==> src/hdl/smw_pkg.sv <==
// ------------------------------------------------------------
// shared window constants and carriers
// ------------------------------------------------------------
package smw_pkg;
  localparam int ADDR_W = 14;
  localparam int REG_W = 16;
  localparam int EV_W = 3;
  // register indexes, byte address is four times the index
  localparam logic [11:0] IDX_BASE1 = 12'h10C;
  localparam logic [11:0] IDX_RDLIM1 = 12'h110;
  localparam logic [11:0] IDX_WRLIM1 = 12'h112;
  localparam logic [11:0] IDX_SET = 12'h114;
  localparam logic [11:0] IDX_CLREN = 12'h116;
  localparam logic [11:0] IDX_EV_STAT = 12'h118;
  localparam logic [11:0] IDX_EV_MASK = 12'h11A;
  localparam logic [11:0] IDX_PTR = 12'h11C;
  // field layout
  localparam int REGION_BIT = 15;
  localparam int LIM_HI = 14;
  localparam int LIM_LO = 2;
  localparam logic [15:0] LIM_MASK = 16'h7FFC;
  localparam logic [15:0] SRC_MASK = 16'hFFFE;
  localparam logic [31:0] BASE_MASK = 32'hFFFFFFFC;
  localparam logic [16:0] PTR_PAD = 17'h00000;
  // reset values
  localparam logic [15:0] RST16 = 16'h0000;
  localparam logic [31:0] RST32 = 32'h00000000;
  localparam logic [2:0] RST_EV = 3'h0;
  // event bits
  localparam int EV_WR_BLOCK = 0;
  localparam int EV_RD_BLOCK = 1;
  localparam int EV_RD_LOAD = 2;

  typedef struct packed {
    logic ptr_we;
    logic [15:0] ptr;
    logic data_we;
    logic [3:0] be;
    logic [31:0] wdata;
    logic data_re;
    logic src_we;
    logic [15:0] src_wdata;
  } smw_host_req_t;

  typedef struct packed {
    logic req;
    logic we;
    logic [31:0] addr;
    logic [3:0] be;
    logic [31:0] wdata;
  } smw_mem_req_t;
endpackage : smw_pkg

==> src/hdl/smw_window_eng.sv <==
`timescale 1ns/1ps
`default_nettype none
module smw_window_eng (
  input wire logic clk,
  input wire logic rst_n,
  input wire smw_pkg::smw_host_req_t host,
  input wire logic [31:0] base1,
  input wire logic [15:0] rd_lim,
  input wire logic [15:0] wr_lim,
  output smw_pkg::smw_mem_req_t mem,
  input wire logic mem_rvalid,
  input wire logic [31:0] mem_rdata,
  output logic [31:0] window_data_port,
  output logic [15:0] window_pointer,
  output logic busy,
  output logic [2:0] ev_pulse
);
  typedef enum logic [0:0] {ENG_IDLE, ENG_WAIT} smw_phase_t;
  typedef struct packed {
    smw_phase_t phase;
    logic [15:0] ptr;
    logic [31:0] data;
    smw_pkg::smw_mem_req_t mem;
    logic [2:0] ev;
  } smw_eng_t;

  smw_eng_t st;
  smw_eng_t next_st;
  logic in_region;
  logic wr_ok;
  logic rd_ok;
  logic [31:0] tgt_addr;

  // ------------------------------------------------------------
  // window access decisions
  // ------------------------------------------------------------
  assign in_region = st.ptr[smw_pkg::REGION_BIT];
  assign wr_ok = st.ptr[smw_pkg::LIM_HI:smw_pkg::LIM_LO] <
                 wr_lim[smw_pkg::LIM_HI:smw_pkg::LIM_LO];
  assign rd_ok = st.ptr[smw_pkg::LIM_HI:smw_pkg::LIM_LO] <
                 rd_lim[smw_pkg::LIM_HI:smw_pkg::LIM_LO];
  // bit 15 only selects the region, it is not part of the offset
  assign tgt_addr = base1 + {smw_pkg::PTR_PAD, st.ptr[14:0]};

  // data accesses use the pointer held before any same-cycle update
  always_comb begin
    next_st = st;
    next_st.mem.req = 1'b0;
    next_st.ev = smw_pkg::RST_EV;
    if (host.ptr_we) begin
      next_st.ptr = host.ptr;
    end
    case (st.phase)
      ENG_IDLE: begin
        if (host.data_we) begin
          for (int i = 0; i < 4; i++) begin
            if (host.be[i]) begin
              next_st.data[8*i +: 8] = host.wdata[8*i +: 8];
            end
          end
          if (in_region && wr_ok) begin
            next_st.mem = '{1'b1, 1'b1, tgt_addr, host.be, host.wdata};
          end else if (in_region) begin
            next_st.ev[smw_pkg::EV_WR_BLOCK] = 1'b1;
          end
        end else if (host.data_re && in_region) begin
          if (rd_ok) begin
            next_st.mem = '{1'b1, 1'b0, tgt_addr, 4'hF, st.data};
            next_st.phase = ENG_WAIT;
          end else begin
            next_st.ev[smw_pkg::EV_RD_BLOCK] = 1'b1;
          end
        end
      end
      ENG_WAIT: begin
        if (mem_rvalid) begin
          next_st.data = mem_rdata;
          next_st.ev[smw_pkg::EV_RD_LOAD] = 1'b1;
          next_st.phase = ENG_IDLE;
        end
      end
      default: next_st.phase = ENG_IDLE;
    endcase
  end

  always_ff @(posedge clk or negedge rst_n) begin
    if (!rst_n) begin
      st <= '0;
    end else begin
      st <= next_st;
    end
  end

  assign mem = st.mem;
  assign window_data_port = st.data;
  assign window_pointer = st.ptr;
  assign busy = (st.phase == ENG_WAIT);
  assign ev_pulse = st.ev;

  // ------------------------------------------------------------
  // checks
  // ------------------------------------------------------------
  chk_wr_commit_gate: assert property (@(posedge clk) disable iff (!rst_n)
    (host.data_we && !busy && in_region && wr_ok) |=> (mem.req && mem.we))
    else $error("allowed window write not committed");
  chk_wr_suppress: assert property (@(posedge clk) disable iff (!rst_n)
    (host.data_we && !busy && in_region && !wr_ok)
      |=> (!mem.req && ev_pulse[smw_pkg::EV_WR_BLOCK]))
    else $error("window write above ceiling reached memory");
  chk_mem_target: assert property (@(posedge clk) disable iff (!rst_n)
    mem.req |-> (mem.addr == $past(tgt_addr)))
    else $error("memory target not base plus pointer");
  chk_rd_block: assert property (@(posedge clk) disable iff (!rst_n)
    (host.data_re && !host.data_we && !busy && in_region && !rd_ok)
      |=> (!mem.req && $stable(window_data_port)))
    else $error("window read above ceiling loaded data");
  chk_rd_load: assert property (@(posedge clk) disable iff (!rst_n)
    (busy && mem_rvalid) |=> (window_data_port == $past(mem_rdata) && !busy))
    else $error("read data not loaded into window");
endmodule : smw_window_eng
`default_nettype wire

==> src/hdl/smw_regs.sv <==
// Contract
// - host data writes with pointer bit 15 set are checked against region 1 ceiling.
// - bytes commit to internal memory only while pointer 14:2 below ceiling 14:2.
// - pointer 14:2 at or above the ceiling suppresses the memory write; the window data port still takes the bytes.
// - writing one to set bits 15:1 forces source bit; zero leaves it.
// - reading the set register returns current interrupt source bits.
// - clear permission zero makes host clears of that source bit ignored.
// - clear permission one lets a host one-write clear the source bit.
// - region 1 accesses target base address plus window pointer bits 14:0.
// - region 1 host reads load data only while pointer is below read ceiling.
`timescale 1ns/1ps
`default_nettype none
module smw_regs (
  input wire logic clk,
  input wire logic rst_n,
  input wire logic psel,
  input wire logic penable,
  input wire logic pwrite,
  input wire logic [smw_pkg::ADDR_W-1:0] paddr,
  input wire logic [31:0] pwdata,
  output logic [31:0] prdata,
  output logic pready,
  output logic pslverr,
  input wire smw_pkg::smw_host_req_t host,
  output logic [15:0] soft_irq_source,
  output logic [31:0] window_data_port,
  output logic [15:0] window_pointer,
  output logic host_busy,
  output smw_pkg::smw_mem_req_t mem,
  input wire logic mem_rvalid,
  input wire logic [31:0] mem_rdata,
  output logic irq
);
  // ------------------------------------------------------------
  // state
  // ------------------------------------------------------------
  typedef struct packed {
    logic [31:0] base1;
    logic [15:0] rd_lim;
    logic [15:0] wr_lim;
    logic [15:0] clren;
    logic [15:0] src;
    logic [2:0] ev_stat;
    logic [2:0] ev_mask;
    logic [31:0] rdata;
  } smw_regs_t;

  smw_regs_t st;
  smw_regs_t next_st;
  logic setup;
  logic access;
  logic mapped;
  logic [31:0] rd_val;
  logic [15:0] set_bits;
  logic [15:0] clr_bits;
  logic [15:0] src_locked;
  logic [2:0] ev_pulse;
  logic [2:0] ev_clr;

  // index match, bits 1:0 of the byte address are ignored
  function automatic logic idx_hit(
    input logic [smw_pkg::ADDR_W-1:0] a,
    input logic [11:0] idx
  );
    idx_hit = (a[smw_pkg::ADDR_W-1:2] == idx);
  endfunction : idx_hit

  // ------------------------------------------------------------
  // window engine
  // ------------------------------------------------------------
  smw_window_eng u_eng (
    .clk(clk),
    .rst_n(rst_n),
    .host(host),
    .base1(st.base1),
    .rd_lim(st.rd_lim),
    .wr_lim(st.wr_lim),
    .mem(mem),
    .mem_rvalid(mem_rvalid),
    .mem_rdata(mem_rdata),
    .window_data_port(window_data_port),
    .window_pointer(window_pointer),
    .busy(host_busy),
    .ev_pulse(ev_pulse)
  );

  // ------------------------------------------------------------
  // apb decode
  // ------------------------------------------------------------
  assign setup = psel && !penable;
  assign access = psel && penable;

  // read value is latched in setup so prdata comes from a flop
  always_comb begin
    mapped = 1'b1;
    rd_val = smw_pkg::RST32;
    if (idx_hit(paddr, smw_pkg::IDX_BASE1)) begin
      rd_val = st.base1;
    end else if (idx_hit(paddr, smw_pkg::IDX_RDLIM1)) begin
      rd_val = {smw_pkg::RST16, st.rd_lim};
    end else if (idx_hit(paddr, smw_pkg::IDX_WRLIM1)) begin
      rd_val = {smw_pkg::RST16, st.wr_lim};
    end else if (idx_hit(paddr, smw_pkg::IDX_SET)) begin
      rd_val = {smw_pkg::RST16, st.src};
    end else if (idx_hit(paddr, smw_pkg::IDX_CLREN)) begin
      rd_val = {smw_pkg::RST16, st.clren};
    end else if (idx_hit(paddr, smw_pkg::IDX_EV_STAT)) begin
      rd_val = 32'(st.ev_stat);
    end else if (idx_hit(paddr, smw_pkg::IDX_EV_MASK)) begin
      rd_val = 32'(st.ev_mask);
    end else if (idx_hit(paddr, smw_pkg::IDX_PTR)) begin
      rd_val = {smw_pkg::RST16, window_pointer};
    end else begin
      mapped = 1'b0;
    end
  end

  // zero wait states: every access phase completes at once
  assign pready = 1'b1;
  assign pslverr = access && !mapped;
  assign prdata = st.rdata;

  // ------------------------------------------------------------
  // interrupt source bits
  // ------------------------------------------------------------
  // only one-bits of the set field act, bit 0 never stored
  assign set_bits = (access && pwrite && idx_hit(paddr, smw_pkg::IDX_SET))
                    ? (pwdata[15:0] & smw_pkg::SRC_MASK)
                    : smw_pkg::RST16;
  // host clears pass only where the permission bit is one
  assign clr_bits = host.src_we
                    ? (host.src_wdata & st.clren & smw_pkg::SRC_MASK)
                    : smw_pkg::RST16;
  // bits the host may not clear, watched by the checks below
  assign src_locked = st.src & ~st.clren;

  // event status write-one-to-clear from software
  assign ev_clr = (access && pwrite && idx_hit(paddr, smw_pkg::IDX_EV_STAT))
                  ? pwdata[2:0] : smw_pkg::RST_EV;

  // ------------------------------------------------------------
  // next state
  // ------------------------------------------------------------
  always_comb begin
    next_st = st;
    if (setup && !pwrite) begin
      next_st.rdata = rd_val;
    end
    if (access && pwrite) begin
      if (idx_hit(paddr, smw_pkg::IDX_BASE1)) begin
        next_st.base1 = pwdata & smw_pkg::BASE_MASK;
      end else if (idx_hit(paddr, smw_pkg::IDX_RDLIM1)) begin
        next_st.rd_lim = pwdata[15:0] & smw_pkg::LIM_MASK;
      end else if (idx_hit(paddr, smw_pkg::IDX_WRLIM1)) begin
        next_st.wr_lim = pwdata[15:0] & smw_pkg::LIM_MASK;
      end else if (idx_hit(paddr, smw_pkg::IDX_CLREN)) begin
        next_st.clren = pwdata[15:0] & smw_pkg::SRC_MASK;
      end else if (idx_hit(paddr, smw_pkg::IDX_EV_MASK)) begin
        next_st.ev_mask = pwdata[2:0];
      end
    end
    // set wins over a clear landing in the same cycle
    next_st.src = (st.src & ~clr_bits) | set_bits;
    next_st.ev_stat = (st.ev_stat & ~ev_clr) | ev_pulse;
  end

  always_ff @(posedge clk or negedge rst_n) begin
    if (!rst_n) begin
      st <= '0;
    end else begin
      st <= next_st;
    end
  end

  // ------------------------------------------------------------
  // outputs
  // ------------------------------------------------------------
  assign soft_irq_source = st.src;
  // level output, stays high until software clears the cause
  assign irq = |(st.ev_stat & st.ev_mask);

  // ------------------------------------------------------------
  // checks
  // ------------------------------------------------------------
  chk_set_forces: assert property (@(posedge clk) disable iff (!rst_n)
    (set_bits != smw_pkg::RST16)
      |=> ((st.src & $past(set_bits)) == $past(set_bits)))
    else $error("set write did not force source bits");
  chk_set_readback: assert property (@(posedge clk) disable iff (!rst_n)
    (setup && !pwrite && idx_hit(paddr, smw_pkg::IDX_SET))
      |=> (prdata[15:0] == $past(st.src)))
    else $error("set read does not show source bits");
  chk_clear_locked: assert property (@(posedge clk) disable iff (!rst_n)
    host.src_we |=> ((st.src & $past(src_locked)) == $past(src_locked)))
    else $error("locked source bit was cleared");
  chk_clear_allowed: assert property (@(posedge clk) disable iff (!rst_n)
    (host.src_we && set_bits == smw_pkg::RST16)
      |=> ((st.src & $past(clr_bits)) == smw_pkg::RST16))
    else $error("permitted source clear did not act");
  chk_reserved_zero: assert property (@(posedge clk) disable iff (!rst_n)
    (!st.src[0] && !st.clren[0] && st.wr_lim[15] == 1'b0
      && st.wr_lim[1:0] == 2'h0))
    else $error("reserved bit holds a one");

  // ------------------------------------------------------------
  // checks on sticky bits, register fields and readback
  // ------------------------------------------------------------
  // a source bit rises only where a one was written to the set field
  chk_src_rise_set: assert property (@(posedge clk) disable iff (!rst_n)
    ((st.src & ~$past(st.src) & ~$past(set_bits)) == smw_pkg::RST16))
    else $error("source bit rose without a set write");

  // a source bit falls only through a permitted host clear
  chk_src_fall_clear: assert property (@(posedge clk) disable iff (!rst_n)
    ((~st.src & $past(st.src) & ~$past(clr_bits)) == smw_pkg::RST16))
    else $error("source bit fell without a permitted clear");

  // set and clear on one bit in one cycle leaves it set
  chk_set_wins: assert property (@(posedge clk) disable iff (!rst_n)
    ((set_bits & clr_bits) != smw_pkg::RST16)
      |=> ((st.src & $past(set_bits & clr_bits)) == $past(set_bits & clr_bits)))
    else $error("clear beat a same-cycle set");

  // no set and no clear keeps every source bit as it was
  chk_src_zero_hold: assert property (@(posedge clk) disable iff (!rst_n)
    (!host.src_we && set_bits == smw_pkg::RST16)
      |=> $stable(st.src))
    else $error("source bits moved without a set or clear");

  // read data stands until the next read setup
  chk_rdata_stands: assert property (@(posedge clk) disable iff (!rst_n)
    !(setup && !pwrite)
      |=> $stable(prdata))
    else $error("read data changed outside a read setup");

  // a write to an unmapped index must not touch any register
  chk_unmapped_quiet: assert property (@(posedge clk) disable iff (!rst_n)
    (access && pwrite && !mapped)
      |=> ($stable(st.base1) && $stable(st.rd_lim) && $stable(st.wr_lim)
        && $stable(st.clren) && $stable(st.ev_mask)))
    else $error("unmapped write changed a register");

  // an unmapped read returns zero
  chk_rd_err_zero: assert property (@(posedge clk) disable iff (!rst_n)
    (setup && !pwrite && !mapped)
      |=> (prdata == smw_pkg::RST32))
    else $error("unmapped read returned data");

  // ceiling keeps only bits 14:2 of what was written
  chk_wrlim_write: assert property (@(posedge clk) disable iff (!rst_n)
    (access && pwrite && idx_hit(paddr, smw_pkg::IDX_WRLIM1))
      |=> (st.wr_lim == ($past(pwdata[15:0]) & smw_pkg::LIM_MASK)))
    else $error("write ceiling field not stored as written");

  // clear permission keeps only bits 15:1 of what was written
  chk_clren_write: assert property (@(posedge clk) disable iff (!rst_n)
    (access && pwrite && idx_hit(paddr, smw_pkg::IDX_CLREN))
      |=> (st.clren == ($past(pwdata[15:0]) & smw_pkg::SRC_MASK)))
    else $error("clear permission not stored as written");

  // base address is word aligned, low bits dropped
  chk_base_write: assert property (@(posedge clk) disable iff (!rst_n)
    (access && pwrite && idx_hit(paddr, smw_pkg::IDX_BASE1))
      |=> (st.base1 == ($past(pwdata) & smw_pkg::BASE_MASK)))
    else $error("base address not stored as written");

  // pointer readback shows the live window pointer
  chk_ptr_readback: assert property (@(posedge clk) disable iff (!rst_n)
    (setup && !pwrite && idx_hit(paddr, smw_pkg::IDX_PTR))
      |=> (prdata == {smw_pkg::RST16, $past(window_pointer)}))
    else $error("pointer read does not show the pointer");

  // ceiling readback shows the stored field only
  chk_ceiling_readback: assert property (@(posedge clk) disable iff (!rst_n)
    (setup && !pwrite && idx_hit(paddr, smw_pkg::IDX_WRLIM1))
      |=> (prdata == {smw_pkg::RST16, $past(st.wr_lim)}))
    else $error("ceiling read does not show the field");

  // set register read keeps its reserved bits at zero
  chk_set_reserved: assert property (@(posedge clk) disable iff (!rst_n)
    (setup && !pwrite && idx_hit(paddr, smw_pkg::IDX_SET))
      |=> (prdata[31:16] == smw_pkg::RST16 && !prdata[0]))
    else $error("set read shows a reserved one");

  // every engine event lands in the status bits
  chk_ev_capture: assert property (@(posedge clk) disable iff (!rst_n)
    (ev_pulse != smw_pkg::RST_EV)
      |=> ((st.ev_stat & $past(ev_pulse)) == $past(ev_pulse)))
    else $error("window event not captured");

  // status bits fall only where software wrote a one
  chk_ev_sticky: assert property (@(posedge clk) disable iff (!rst_n)
    ((~st.ev_stat & $past(st.ev_stat) & ~$past(ev_clr)) == smw_pkg::RST_EV))
    else $error("event status fell without a clear");

  // a pending read blocks any memory write
  chk_busy_no_write: assert property (@(posedge clk) disable iff (!rst_n)
    host_busy |-> !(mem.req && mem.we))
    else $error("memory write issued during a pending read");
endmodule : smw_regs
`default_nettype wire

==> config.mk <==
export PLATFORM = sky130hd
export DESIGN_NAME = smw_regs
export DESIGN_NICKNAME = d
export VERILOG_FILES = /design/src/hdl/smw_pkg.sv /design/src/hdl/smw_window_eng.sv /design/src/hdl/smw_regs.sv
export SDC_FILE = /design/constraint.sdc
export NUM_CORES = 1
export LEC_CHECK = 0
export BUFFER_PORTS_ARGS = -buffer_cell sky130_fd_sc_hd__buf_2
export CAP_MARGIN = 25
export CORE_MARGIN = 3
export CORE_UTILIZATION = 35
export DETAILED_ROUTE_END_ITERATION = 7
export PLACE_DENSITY_LB_ADDON = 0.12
export RECOVER_POWER = 50
export SLEW_MARGIN = 30
export SYNTH_ARGS = -nofsm -noshare
export SYNTH_HDL_FRONTEND = slang
export SYNTH_SLANG_ARGS = --single-unit
==> constraint.sdc <==
create_clock -name clk -period 6.7 [get_ports clk]
set_input_delay 0.67 -clock clk [delete_from_list [all_inputs] [get_ports clk]]
set_output_delay 0.67 -clock clk [all_outputs]
set_load 0.05 [all_outputs]
==> results.md, run 1 <==
* Status: finished with violations
* Failing checks: capacitance limit, slew limit
* Via count at between 9000 and 10000
* Synth Flop Type: dfrtp_1
* Synth warnings at 0
* Top cells by area, synth: dfrtp_1, mux2_2, ha_1
* GRT Total Usage at between 20% and 30%
* Setup Buffers After CTS at 0
* Leakage at 6.86 nW
* Synth async-reset ratio at 100%
* Share of layout cells above drive strength 1 at 33.6%
* Final setup TNS at 0 ps
* Final Setup Violations at 0
* DRC viols at 0
* Area leader, netlist: dfrtp_1
* Root Driver: clkbuf_16
* Non-Filler Instances at approximately 1800
* Register bit total from synthesis at 246
* Io pins at approximately 330
* Critical Path End Type: asynchronous set/reset pin
* Max stage delay on crit path at approximately 3000 ps
* Clk_lat worst skew at approximately 550 ps
* Crit path buffers/inverters at 1
* Critical Path RT at 6310 ps
* DP HPWL at 27700 um
* PortBufs at between 300 and 400
* Largest net degree at the start of global routing at between 100 and 150
* Core ar. at ~0.035 mm2
* Fin. Hold Viols at 0
* Commonest non-fill, non-tap cells in the layout: buf_2, dfrtp_1, mux2_2
* Most common cell after layout, fill and taps aside: buf_2
* RSZ-0062 raised after global routing: false
* GRT overflow at 0
* Power per cell area at about 350 mW/mm2
* Die H at slightly below 200 um
* Antenna violations before repair at 6
* Sequential-to-total area share from yosys stat at 49.5%
* CTS Sinks at 246
* Max Cap Violations at 1
* Avg Vias per Cell at 5.39
* Avg Synthesized Cell Area at roughly 11 um2
* Synthesized net count at roughly 1300
* DRT antenna net count at 0
* Post-synth EDFFs at 0
* Crit Path Max Fanout at 80
* Placed Instances at around 1800
* Gpl congestion at approximately 0.79
* Fin crit share at 61.6%
* Synth Cell Area at ~0.012 mm2
* First-pass GRT wire length at 62200 um
* Final setup margin at 2570 ps
* Hold crit path type: primary input to flip-flop
* DP Area at 0.0142 mm2
* Peak Freq at 242 MHz
* Crit Path Category: primary input to asynchronous set/reset pin
* H-tree levels at 1
* IR drop worst, VDD at around 230 uV
* Arrival @ worst endpoint at ~3700 ps
* DR pass1 iterations at 5
* Hold slack at around 330 ps
* Final WL at 39400 um
* Die Area at between 0.03 and 0.04 mm2
* Post-synthesis instance total at about 1100
* Critical-path top delay cell: clkbuf_1
* Crit-path leading delay family: buffers and inverters
* CTS Hold Bufs at 0
* Final clock skew at approximately 18 ps
* Synth-to-Final Area Change at 22.0%
* TritonCTS clock tree: yes
* CTS buffer count at 30
* Crit-path cells: clkbuf_1
* Final-report max-slew violation count at 80
* Vias in the first global route at between 10000 and 15000
* Slew @ Worst Pin at around 4400 ps
* Clock transition at path regs at around 60 ps
* Die width at about 190 um
* Tmin final at between 4000 and 5000 ps
* Number of DRC markers in iteration 0 at 441
* Drt wl/cell at about 22 um
* Initial Util at between 30 and 40%
* NumNets Final at 1531
* Clock Path Buffers at 3
* Synth cell types at 71
* Max_slew headroom at -192%
* Synth top area share at about 49%
* Post-cts resize count at 0
* Worst setup SP type: primary input
* Fin area at approximately 0.015 mm2
* Setup WS pre-CTS at approximately 2900 ps
* Row count at around 70
cell type report:
class	count	area, um2
fill	3388	19600
sequential	246	6160
multi-input combinational	688	5560
timing repair buffer	337	1700
clock buffer	41	883
tap	455	569
clock inverter	14	173
inverter	34	128
antenna	2	5.00
synth_stat cells, types with 3 or more instances:
cell type,instances
or4_1,11
nor2b_1,5
buf_2,11
nor3b_1,3
inv_1,33
clkbuf_1,41
mux2_4,10
a31oi_1,18
a22o_1,44
a21o_1,9
o32a_1,4
ha_1,37
xnor2_1,9
dfrtp_1,246
nand3_1,28
mux2i_1,39
xor2_1,3
mux2_2,105
nand2_1,35
a211oi_1,19
o21ai_0,17
a222oi_1,13
a21oi_1,73
and3_1,7
nor3_1,6
nand4_1,4
and2_1,4
o211ai_1,4
or3_1,8
nor2_1,56
a32oi_1,33
o2bb2ai_1,33
buf_1,5
o31ai_1,13
buf_4,56
layer usage:
layer	routed length (um)	part of all wire, %	vias up	global-route usage (%)
met5	61	0.15	-	0
met4	938	2.4	8	4.57
met3	2830	7.2	61	5.41
met2	17900	45	301	31.8
met1	17700	45	4874	28.5
li1	-	-	4555	-
sequential cells by signal, summed over array words and instances (netlist names):
| name | cells |
|---|---|
| prdata | 32 |
| soft_irq_source | 15 |
| st | 77 |
| u_eng.busy | 1 |
| u_eng.ev_pulse | 3 |
| u_eng.mem | 70 |
| u_eng.window_data_port | 32 |
| u_eng.window_pointer | 16 |
report_power, final:
part	switching, mW	internal (mW)	leakage, nW	total (mW)
Clock	0.642	1.07	0.528	1.71
Sequential	0.175	1.74	3.11	1.91
Combinational	1.33	0.391	3.23	1.72
Total	2.15	3.20	6.86	5.34
metrics by stage:
stage | util, % | power [mW]
final | 43.6 | 5.34
after global routing | 43.6 | 5.59
after CTS | 43.8 | 5.45
after detailed placement | 40.7 | 3.70
after global placement | 40.7 | 3.69
after floorplan | - | 3.17
final timing paths:
check	from	endpoint	slack (ps)	depth (start not counted)
worst max-delay path	rst_n	st[67]$_DFFE_PN0P_	2570	1
worst min-delay path	pwdata[27]	st[129]$_DFFE_PN0P_	330	2
worst max register to register	u_eng.window_pointer[3]$_DFFE_PN0P_	u_eng.mem[49]$_DFFE_PN0P_	3250	9
worst min register to register	u_eng.ev_pulse[0]$_DFF_PN0_	st[35]$_DFF_PN0_	430	1
max in group clk	u_eng.window_pointer[3]$_DFFE_PN0P_	u_eng.mem[49]$_DFFE_PN0P_	3250	9
min in group asynchronous	rst_n	soft_irq_source[3]$_DFF_PN0_	1680	1
kinds of logic after synthesis:
family | after synthesis | synth area share, %
and+or+nand+nor | 184 | 7.75
muxes | 155 | 13.9
AOI/OAI and AO/OA | 297 | 17.7
DFF | 246 | 49.5
buffers and inverters | 149 | 6.36
adders and majority gates | 38 | 3.88
xor gates and xnor gates | 12 | 0.844
other | 2 | 0.0603
Note: power is estimated with default switching activity, not from simulation.
==> run 2, diff against run 1 <==
- clock period: 6.7 -> 3.5 ns (I/O delays scaled with it)
==> run 2 against run 1 <==
Net effect:
- the flow still finishes with violations (capacitance limit, slew limit)
- first-iteration DRC count grew 25%
- cell count grew 0.61%
- clock skew shrank 7.4 ps
- non-clock buffer count increased by 14
- worst hold slack got worse by 300 ps
- clock power grew 87%
- sequential share of layout area about the same
- cell area hardly changed
- critical path depth up 8
- die area is the same
- core utilization is essentially flat
- critical endpoint is now u_eng.mem[60]$_DFFE_PN0P_
- largest power group unchanged
==> results.md, run 2 (synthesized netlist as in run 1, its figures left out) <==
* Status: finished with violations (unchanged)
* Failing checks: capacitance limit, slew limit (unchanged)
* First-pass GRT wire length at 62500 um (was 62200 um)
* Clk_lat worst skew at 550 ps (about the same)
* Share of layout cells above drive strength 1 at 34.2% (was 33.6%)
* Power per cell area at 669 mW/mm2 (was 352 mW/mm2)
* Die Area at 0.0379 mm2 (unchanged)
* IR drop worst, VDD at 593 uV (was 229 uV)
* Largest net degree at the start of global routing at 86 (was 104)
* Critical Path End Type: flip-flop (was asynchronous set/reset pin)
* Fin. Hold Viols at 0 (unchanged)
* Hold slack at 34.5 ps (was 334 ps)
* Setup Buffers After CTS at 0 (unchanged)
* Setup WS pre-CTS at 468 ps (was 2890 ps)
* Fin crit share at between 80 and 90%
* Hold crit path type: primary input to flip-flop (unchanged)
* Max_slew headroom at -54.4% (was -192%)
* DRC viols at 0 (unchanged)
* Vias in the first global route at 10200 (about the same)
* Synth-to-Final Area Change at 22.0% (about the same)
* Commonest non-fill, non-tap cells in the layout: buf_2, dfrtp_1, mux2_2 (unchanged)
* CTS buffer count at 30 (unchanged)
* Register name with the most flops: st (unchanged)
* Number of DRC markers in iteration 0 at 552 (was 441)
* RSZ-0062 raised after global routing: false (unchanged)
* CTS Sinks at 246 (unchanged)
* Leakage at 6.89 nW (was 6.86 nW)
* Antenna violations before repair at 3 (was 6)
* H-tree levels at 1 (unchanged)
* Crit Path Max Fanout at 19 (was 80)
* Gpl congestion at 0.806 (was 0.792)
* Root Driver: clkbuf_16 (unchanged)
* GRT Total Usage at 20.6% (was 20.4%)
* Final setup margin at 562 ps (was 2570 ps)
* PortBufs at 320 (unchanged)
* Initial Util at 35.8% (unchanged)
* Worst setup SP type: flip-flop (was primary input)
* Critical Path RT at 3910 ps (was 6310 ps)
* Drt wl/cell at 21.9 um (was 21.7 um)
* Final clock skew at 10.8 ps (was 18.2 ps)
* Via count at 9851 (was 9799)
* Arrival @ worst endpoint at 3350 ps (was 3740 ps)
* Max Cap Violations at 1 (unchanged)
* Die H at 195 um (unchanged)
* Core ar. at 0.0348 mm2 (unchanged)
* NumNets Final at 1545 (was 1531)
* TritonCTS clock tree: yes (unchanged)
* Ant. Diodes at 0 (was 2)
* Die width at 195 um (unchanged)
* Placed Instances at 1771 (was 1758)
* Fin area at 0.0152 mm2 (about the same)
* Final setup TNS at 0 ps (unchanged)
* Tmin final at around 3000 ps
* Avg Vias per Cell at 5.39 (about the same)
* DRT antenna net count at 0 (unchanged)
* Max reg flops at 77 (unchanged)
* DP HPWL at 28100 um (was 27700 um)
* Clock transition at path regs at 60 ps (about the same)
* Final-report max-slew violation count at 85 (was 80)
* Slew @ Worst Pin at 2320 ps (was 4390 ps)
* GRT overflow at 0 (unchanged)
* Crit Path Category: flip-flop to flip-flop (was primary input to asynchronous set/reset pin)
* Io pins at 326 (unchanged)
* Row count at 68 (unchanged)
* Most common cell after layout, fill and taps aside: buf_2 (unchanged)
* Non-Filler Instances at 1828 (was 1817)
* DP Area at 0.0142 mm2 (about the same)
* Final WL at 40000 um (was 39400 um)
* Peak Freq at around 340 MHz
* Clock Path Buffers at 3 (unchanged)
* DR pass1 iterations at 5 (unchanged)
* Final Setup Violations at 0 (unchanged)
-- run 2: cell types whose count changed in the layout (fill, tap and decap cells not counted), moves of 2 or more --
| cell | previous run | this run |
|---|---|---|
| clkbuf_1 | 69 | 65 |
| buf_16 | 2 | 0 |
| nor3b_4 | 2 | 0 |
| clkbuf_2 | 0 | 4 |
| buf_4 | 12 | 22 |
| clkinv_2 | 9 | 2 |
| diode_2 | 2 | 0 |
| nor3b_2 | 0 | 2 |
| buf_2 | 255 | 265 |
| dlygate4sd3_1 | 0 | 3 |
-- run 2: layer usage --
metal / GRT usage, % / share of wire, %
met5: 0 / 0.085
met4: 3.83 / 1.7
met3: 5.27 / 7.2
met2: 33.3 / 46
met1: 28.4 / 45
-- run 2: layout make-up --
type	count	area, um2
clock buffers	47	896
clock inverters	7	116
fillers	3409	19600
inverters	34	128
multi-input cells	688	5550
flip-flops and latches	246	6160
well taps	455	569
repair buffers	351	1770
-- run 2: final timing paths --
path | startpoint | end | slack (ps) | depth (start not counted)
hold reg to reg | u_eng.ev_pulse[0]$_DFF_PN0_ | st[35]$_DFF_PN0_ | 420 | 1
setup / recovery | u_eng.window_pointer[3]$_DFFE_PN0P_ | u_eng.mem[60]$_DFFE_PN0P_ | 560 | 9
hold / removal | pwdata[30] | st[132]$_DFFE_PN0P_ | 30 | 3
setup reg to reg | u_eng.window_pointer[3]$_DFFE_PN0P_ | u_eng.mem[60]$_DFFE_PN0P_ | 560 | 9
max in group asynchronous | rst_n | u_eng.ev_pulse[0]$_DFF_PN0_ | 630 | 3
min in group asynchronous | rst_n | soft_irq_source[5]$_DFF_PN0_ | 1020 | 2
-- run 2: timing repair --
item | in CTS | in global routing
gates resized for setup | 0 | 0
hold endpoints to repair | 82 | 0
hold buffers | 3 | 0
-- run 2: metrics by stage --
step                      total power [mW]  utilization (%)
after floorplan                       6.07                -
after global placement                7.08             40.9
after detailed placement              7.09             40.9
after CTS                             10.4             43.9
after global routing                  10.6             43.6
final                                 10.2             43.6
-- run 2: worst max-delay path, stage by stage, from the launching register on --
cell and delay [ps]:
dfrtp_1 520, ha_1 270, a21o_1 170, a31oi_1 190, o211ai_1 330, a2111oi_4 540
a21oi_4 50, inv_2 280, buf_4 320, a31oi_1 120
-- run 2: where the power goes --
group | internal, mW | switching (mW) | total (mW)
Sequential | 3.32 | 0.330 | 3.65
Clock | 1.96 | 1.23 | 3.19
Combinational | 0.769 | 2.55 | 3.32
Total | 6.06 | 4.11 | 10.2
